<file path="src/hw/cmp_ctl_pkg.sv">
// Constants for the comparator channel control register block
package cmp_ctl_pkg;
  localparam logic [1:0] ADDR_CONTROL = 2'h0;
  localparam logic [1:0] ADDR_STATUS = 2'h1;
  localparam logic [1:0] ADDR_MASK = 2'h2;
  localparam int BIT_ENABLE = 15;
  localparam int BIT_PIN_OE = 14;
  localparam int BIT_INVERT = 13;
  localparam int BIT_AMP_MODE = 10;
  localparam int BIT_EVENT = 9;
  localparam int BIT_RESULT = 8;
  localparam int BIT_EVPOL_HI = 7;
  localparam int BIT_EVPOL_LO = 6;
  localparam int BIT_REF_SEL = 4;
  localparam int BIT_CH_HI = 1;
  localparam int BIT_CH_LO = 0;
  localparam logic [15:0] CONTROL_WMASK = 16'hE6D3;
  localparam logic [15:0] CONTROL_RESET = 16'h0000;
  // Event polarity encodings
  localparam logic [1:0] EVPOL_NONE = 2'h0;
  localparam logic [1:0] EVPOL_RISE = 2'h1;
  localparam logic [1:0] EVPOL_FALL = 2'h2;
  localparam logic [1:0] EVPOL_BOTH = 2'h3;
  // Inverting-input channels present on this variant, one bit per code
  localparam logic [3:0] CH_PRESENT = 4'h7;
  localparam logic [1:0] IRQ_EVENT = 2'h0;
  localparam logic [1:0] IRQ_BLOCKED = 2'h1;
endpackage

</file>
<file path="src/hw/comparator_control_register.sv">
// Control, status and interrupt logic for one op-amp/comparator channel
`timescale 1ns/10ps
module comparator_control_register (
  input wire logic mclk,
  input wire logic rstn,
  input wire logic [1:0] addr,
  input wire logic [15:0] wdata,
  input wire logic wr,
  input wire logic rd,
  output logic [15:0] rdata,
  input wire logic cmp_raw,
  input wire logic [3:0] input_present,
  output logic unit_enable,
  output logic amp_mode_select,
  output logic [1:0] input_route,
  output logic pin_out,
  output logic pin_out_oe,
  output logic irq
);
  import cmp_ctl_pkg::*;

  logic [15:0] control;
  logic event_flag;
  logic [1:0] status;
  logic [1:0] mask;
  logic sync1, sync2, prev;
  logic compare_result;

  // The analog comparator output is asynchronous to mclk
  always_ff @(posedge mclk or negedge rstn) begin
    if (!rstn) begin
      sync1 <= 1'b0;
      sync2 <= 1'b0;
      prev <= 1'b0;
    end else begin
      sync1 <= cmp_raw;
      sync2 <= sync1;
      prev <= compare_result;
    end
  end

  // One address comparison shared by the three write decoders
  function automatic logic hit(input logic [1:0] a, input logic [1:0] idx);
    hit = a == idx;
  endfunction
  wire wr_control = wr && hit(addr, ADDR_CONTROL);
  wire wr_status = wr && hit(addr, ADDR_STATUS);
  wire wr_mask = wr && hit(addr, ADDR_MASK);
  wire enable = control[BIT_ENABLE];
  wire amp = control[BIT_AMP_MODE];
  wire [1:0] evpol = control[BIT_EVPOL_HI:BIT_EVPOL_LO];
  wire [1:0] ch = control[BIT_CH_HI:BIT_CH_LO];
  // Unavailable channel selection forces the low-supply route, code 3 reserved for it
  wire ch_ok = CH_PRESENT[ch] && input_present[ch];
  wire [1:0] next_route = ch_ok ? ch : 2'h3;
  // Invert only in comparator mode; a disabled unit reports zero
  wire next_result = enable && !amp && (sync2 ^ control[BIT_INVERT]);
  wire rise = compare_result && !prev;
  wire fall = !compare_result && prev;
  // Polarity code none never matches, so a parked channel stays quiet
  function automatic logic edge_match(input logic [1:0] pol, input logic up, input logic down);
    case (pol)
      EVPOL_RISE: edge_match = up;
      EVPOL_FALL: edge_match = down;
      EVPOL_BOTH: edge_match = up || down;
      default: edge_match = 1'b0;
    endcase
  endfunction
  wire match = edge_match(evpol, rise, fall);
  // While the flag stands, new matches are blocked instead of re-triggering
  wire new_event = match && !event_flag;
  wire blocked = match && event_flag;
  wire clr_flag = wr_control && !wdata[BIT_EVENT];
  // Set wins over a clear in the same cycle, so no event is ever lost
  wire next_flag = match || (event_flag && !clr_flag);
  wire next_pin_oe = enable && !amp && control[BIT_PIN_OE];
  wire [1:0] ev_bits = {blocked, new_event};
  wire [1:0] next_status = ev_bits | (status & ~(wr_status ? wdata[1:0] : 2'h0));
  // Read-only fields are overlaid on the stored writable bits
  wire [15:0] stored_view = control & CONTROL_WMASK & ~(16'h0001 << BIT_EVENT) & ~(16'h0001 << BIT_RESULT);
  wire [15:0] flag_view = 16'(event_flag) << BIT_EVENT;
  wire [15:0] result_view = 16'(compare_result) << BIT_RESULT;
  wire [15:0] ctl_view = stored_view | flag_view | result_view;
  function automatic logic [15:0] read_mux(input logic [1:0] a, input logic [15:0] ctl,
                                           input logic [1:0] st, input logic [1:0] mk);
    case (a)
      ADDR_CONTROL: read_mux = ctl;
      ADDR_STATUS: read_mux = {14'h0000, st};
      ADDR_MASK: read_mux = {14'h0000, mk};
      default: read_mux = 16'h0000;
    endcase
  endfunction
  wire [15:0] next_rdata = rd ? read_mux(addr, ctl_view, status, mask) : 16'h0000;

  // Register bus side: control, mask and read data
  always_ff @(posedge mclk or negedge rstn) begin
    if (!rstn) begin
      control <= CONTROL_RESET;
    end else if (wr_control) begin
      control <= wdata & CONTROL_WMASK;
    end
  end

  always_ff @(posedge mclk or negedge rstn) begin
    if (!rstn) begin
      mask <= 2'h0;
    end else if (wr_mask) begin
      mask <= wdata[1:0];
    end
  end

  always_ff @(posedge mclk or negedge rstn) begin
    if (!rstn) begin
      rdata <= 16'h0000;
    end else begin
      rdata <= next_rdata;
    end
  end

  // Event side: flag, result and sticky status
  always_ff @(posedge mclk or negedge rstn) begin
    if (!rstn) begin
      event_flag <= 1'b0;
      compare_result <= 1'b0;
      status <= 2'h0;
    end else begin
      event_flag <= next_flag;
      compare_result <= next_result;
      status <= next_status;
    end
  end

  // Outputs toward the analog cell, all registered
  always_ff @(posedge mclk or negedge rstn) begin
    if (!rstn) begin
      unit_enable <= 1'b0;
      amp_mode_select <= 1'b0;
      input_route <= 2'h0;
    end else begin
      unit_enable <= enable;
      amp_mode_select <= amp;
      input_route <= next_route;
    end
  end

  always_ff @(posedge mclk or negedge rstn) begin
    if (!rstn) begin
      pin_out <= 1'b0;
      pin_out_oe <= 1'b0;
      irq <= 1'b0;
    end else begin
      pin_out <= next_pin_oe && next_result;
      pin_out_oe <= next_pin_oe;
      irq <= |(next_status & mask);
    end
  end
endmodule

</file>
<file path="config.mk">
export PLATFORM = sky130hd
export DESIGN_NAME = comparator_control_register
export DESIGN_NICKNAME = d
export VERILOG_FILES = /design/src/hw/cmp_ctl_pkg.sv /design/src/hw/comparator_control_register.sv
export SDC_FILE = /design/constraint.sdc
export NUM_CORES = 1
export LEC_CHECK = 0
export BUFFER_PORTS_ARGS = -buffer_cell sky130_fd_sc_hd__buf_2
export CORE_UTILIZATION = 52
export DETAILED_ROUTE_END_ITERATION = 8
export PLACE_DENSITY = 0.78
export RECOVER_POWER = 25
export SLEW_MARGIN = 20
export SYNTH_ARGS = -nofsm -noshare
export SYNTH_HDL_FRONTEND = slang
export SYNTH_SLANG_ARGS = --single-unit
</file>
<file path="constraint.sdc">
create_clock -name mclk -period 2.2 [get_ports mclk]
set_clock_uncertainty 0.15 [all_clocks]
set_input_delay 0.44 -clock mclk [delete_from_list [all_inputs] [get_ports mclk]]
set_output_delay 0.44 -clock mclk [all_outputs]
set_load 0.02 [all_outputs]
</file>
======== After elaboration in Yosys (flattened, before gate mapping) ========
Index checks and enable logic that the tools add are counted.
word-level totals
  flip-flop bits (word level) ............. 42
  latch bits .............................. 0
  RAM bits ................................ 0
  ROM bits ................................ 0
  bits of input ports ..................... 27
  output and inout bits ................... 23
  logic and storage cells ................. 61
  memories ................................ 0
cells by class
  add/sub/neg operators ................... 0
  $mul .................................... 0
  divide/modulo/power cells ............... 0
  $lt $le $gt $ge ......................... 1
  equality and inequality tests ........... 5
  shift-type cells ........................ 0
  multiplexer cells ....................... 9
  bitwise gates (word level) .............. 7
  reduce and logical (&&, ||, !) cells .... 24
operator list
  operator                                                               count
  16-bit case mux with 3 select lines                                    1
  16-bit 2-to-1 mux                                                      1
  16-bit by 10-bit OR with 16-bit output                                 1
  16-bit by 9-bit OR with 16-bit output                                  1
  1-bit logical AND                                                      14
  2-bit == test (second input constant)                                  3
  1-bit logical NOT                                                      6
  2-bit AND                                                              2
  1-bit binary-select mux with 2-bit select                              2
  2-bit by 1-bit == test with 1-bit output (second input constant)       2
  2-bit 2-to-1 mux                                                       2
  2-bit by 3-bit < comparator with 1-bit output (second input constant)  1
  1-bit case mux with 3 select lines                                     1
  2-bit logical NOT                                                      1
  1-bit logical OR                                                       2
  1-bit 2-to-1 mux                                                       2
  2-bit inverter                                                         1
  2-bit OR                                                               1
  2-bit OR reduction                                                     1
  1-bit bitwise XOR                                                      1

======== Longest topological paths before layout ========
  depth after elaboration ................. 8
  depth in mapped cells ................... 5
  depth with buffers taken out ............ 5

======== Worst setup path after synthesis ========
Ideal clock, no wire load.
  kind .................................... input-to-reg
  start point ............................. input addr[0]
  end point ............................... register control[0]
  setup time .............................. 125 ps
  data arrival time ....................... 1126 ps
  data required time ...................... 1925 ps
  setup slack ............................. 799 ps
  cell stages on the path ................. 3
  buffers on the path ..................... 1
  cell sequence ........................... buf_4 -> nor2_8 -> mux2_4
on the way
  word-level cells in the longest chain between the ends .. 2
RTL lines
  element               line                                RTL
  start, declared       comparator_control_register.sv:6    input wire logic [1:0] addr,
  2-bit logical NOT     comparator_control_register.sv:44   hit = a == idx;
  1-bit logical AND     comparator_control_register.sv:46   wire wr_control = wr && hit(addr, ADDR_CONTROL);
  end signal, assigned  comparator_control_register.sv:100  control <= wdata & CONTROL_WMASK;
  end, declared         comparator_control_register.sv:22   logic [15:0] control;
No other way between the ends.
A chain may end at the register's enable or synchronous reset.

======== Worst setup path after layout ========
  start point ............................. register compare_result
  end point ............................... register status[1]
on the way
  word-level cells in the longest chain between the ends .. 6
  elaborated cells on any way between the ends .. 7
  classes of those cells .................. mux: 1; bitwise: 1; reduce/logical: 5
RTL lines
  element                               line                                RTL
  start, declared                       comparator_control_register.sv:27   logic compare_result;
  start signal, assigned                comparator_control_register.sv:128  compare_result <= next_result;
  1-bit logical NOT                     comparator_control_register.sv:59   wire fall = !compare_result && prev;
  1-bit logical AND                     comparator_control_register.sv:59
  1-bit logical OR                      comparator_control_register.sv:65   EVPOL_BOTH: edge_match = up || down;
  1-bit case mux with 3 select lines *  comparator_control_register.sv:62   case (pol)
  1-bit logical AND *                   comparator_control_register.sv:72   wire blocked = match && event_flag;
  2-bit OR *                            comparator_control_register.sv:78   wire [1:0] next_status = ev_bits | (status & ~(wr_status ? wdata[1:0] : 2'h0));
  via next_status[1]                    comparator_control_register.sv:78
  end signal, assigned                  comparator_control_register.sv:129  status <= next_status;
  end, declared                         comparator_control_register.sv:24   logic [1:0] status;
Mark *: on every way through the listed nets, which the timed path passes. The rest lies on a longest branch.

==> impl_results.md <==
* Detailed placement HPWL at 1760 um
* H-tree depth at 2
* Antenna viol nets, final at 0
* Initial Util at 57.5%
* Starting DRC count in detailed routing at 18
* Root buf cell: clkbuf_4
* Yosys top cell by area: dfrtp_1
* Hold Fails Final Rpt at 0
* CP delay by family, top: compound AO/OA/AOI/OAI gates
* Crit. End Element: register
* Pwr Density at 876 nW/um2
* Unrepaired setup endpoints after global routing: no
* Initial antenna violation count at 0
* WL final at 2400 um
* CP startpoint kind: register
* Seq/Total Area, Yosys at 61.1%
* NetSw at 433 uW
* Die Ht at 55.3 um
* YS warnings at 0
* Synth area leaders: dfrtp_1 61%, mux2_4 9.2%, and2_1 4.2%, mux2i_1 3.4%, buf_4 3.1%
* WL per Instance at 13.5 um
* Logic pwr share at 20.8%
* Outcome: complete, no violations
* Ys flop type: dfrtp_1
* Drt first pass iters at 4
* Core ar. at 2570 um2
* Yosys reg bits at 36
* Critical path buffers and inverters at 1
* Total power at 1.51 mW
* CTS resizes at 0
* Leak at 0.909 nW
* Crit share post-route at 71.0%
* WP data required at 2250 ps
* Fmax at 640 MHz
* Vias at 900
* Fraction of layout cells with a size suffix above 1 at 39.2%
* Ant. Diodes at 0
* Final min period at 1560 ps
* CTS tree: built
* Clock power share at 23.2%
* Num rows at 18
* Most frequent cells in the layout: 36 x dfrtp_1, 36 x buf_2, 10 x and2_1
* DRC at 0
* Critical Path AT at 1610 ps
* Slew margin rel. at 42.9%
* Largest net degree at the start of global routing at 37
* Die outline area at 3050 um2
* Crit path max-delay cell type: dfrtp_1
* Crit-path max FO at 4
* GRT overflow at 0
* Yosys cell types at 27
* Vias in the first global route at 856
* Area of the multi-input gates at 529 um2
* Biggest cell delay along the critical path at 390 ps
* Vias per std cell at 5.06
* P_int at 1.08 mW
* Least-Margin Pin Slew at 857 ps
* Mapped Cells at 105
* Hold-fix buffers, CTS at 0
* # fillers at 197
* Setup TNS at 0 ps
* Top cell type's share of synthesized area at 61.1%
* Num CTS Buffers at 5
* # clock sinks at 36
* GRT Util Overall at 17.0%
* Peak VDD IR at 0.000709 V
* WS Path Type: register to register
* FFs w/ async S/R, synth at 100%
* Setup Buffers After CTS at 0
* CP cell instances: inv_1 -> ha_1 -> or2_0 -> a31oi_1 -> o21ai_0
* Switching Share at 28.6%
* Synth Cell Area at 1480 um2
* EDFF count, synth at 0
* Sequential power share at 56.0%
* Die Width at 55.3 um
* Register cell area after layout at 901 um2
* Clock latency on the worst-skew pair at 320 ps
* Clock Tree Buf Depth at 2
* GPL Wtd Cong at 0.796
* Hold Path Class: input pin to asynchronous set/reset pin
* Clock-pin slew on the worst setup and hold paths at 100 ps
* Max-cap violations at 0
* Port bufs at 37
* Layout area overhead at 17.0%
* I/O pins at 50
* Final setup violation count at 0
* Fin. max-slew vios at 0
* First-pass GRT wire length at 3950 um
* Synthesized area per cell at 14.0 um2
* Layout Nets at 176
## worst reg2reg max path, cell delays in order, from the launching register on
cell and delay [ps]:
dfrtp_1 390, inv_1 50, ha_1 160, or2_0 200, a31oi_1 340, o21ai_0 160
## per-layer routing
layer / track usage (%) / part of all wire (%) / vias to the layer above
met3: 5.39 / 5.4 / 4
met1: 21.9 / 42 / 444
li1: - / - / 424
met4: 5.36 / 0.96 / 0
met2: 27.5 / 52 / 28
met5: 0 / 0 / -
## synth_stat cells, types with 2 or more instances
cell type / number
and2_1: 10
mux2i_1: 5
mux2_1: 2
mux2_4: 9
a21boi_1: 2
ha_1: 2
o21ai_0: 4
and3b_1: 2
inv_1: 4
or2_2: 2
dfrtp_1: 36
nand2_1: 6
or2_1: 2
buf_4: 6
## per-stage QoR
step / hold slack, ps / util [%] / instances / setup WS, ps / instance area, um2
after floorplan: -5.59 / - / 109 / 799 / 1490
after global placement: 185 / 65.0 / 170 / 621 / 1670
after detailed placement: 212 / 65.0 / 170 / 611 / 1670
after CTS: 57.5 / 67.3 / 178 / 621 / 1730
after global routing: 50.1 / 67.3 / 178 / 515 / 1730
final: 62.0 / 67.3 / 178 / 638 / 1730
## cell type report
class	count	share of cell area (%)
multi-input combinational	63	30.7
timing repair buffer	37	10.7
inverter	4	0.870
tap	30	2.17
clock buffer	8	3.41
sequential	36	52.2
## kinds of logic after synthesis
kind of cell | after synthesis | share of synthesized area [%]
other | 1 | 0.254
muxes | 16 | 14.1
buffers and inverters | 10 | 4.07
DFF | 36 | 61.1
adders and majority gates | 2 | 1.70
and+or+nand+nor | 29 | 14.0
AOI/OAI and AO/OA | 10 | 4.24
xor gates and xnor gates | 1 | 0.594
## worst paths after layout
kind                                           from                  end  slack (ps)  cells after the start
hold / removal                                 rstn        irq$_DFF_PN0_          60                      1
setup reg to reg           compare_result$_DFF_PN0_  status[1]$_DFF_PN0_         640                      5
setup / recovery           compare_result$_DFF_PN0_  status[1]$_DFF_PN0_         640                      5
max in group asynchronous                      rstn   rdata[9]$_DFF_PN0_        1300                      1
min in group mclk                           cmp_raw      sync1$_DFF_PN0_          70                      1
hold reg to reg                     sync1$_DFF_PN0_      sync2$_DFF_PN0_         220                      0
## flip-flops by register name, indices dropped and copies added, names as in the netlist, 2 cells and up
register,cells
control,9
input_route,2
mask,2
rdata,11
status,2
## power by group through the flow
stage	registers [mW]	clock network, mW	logic, mW
global route	0.861	0.392	0.343
CTS	0.847	0.358	0.319
detailed placement	0.861	0	0.318
global placement	0.851	0	0.306
finish	0.847	0.351	0.315
floorplan	0.889	0	0.177
Note: power is estimated with default switching activity, not from simulation.
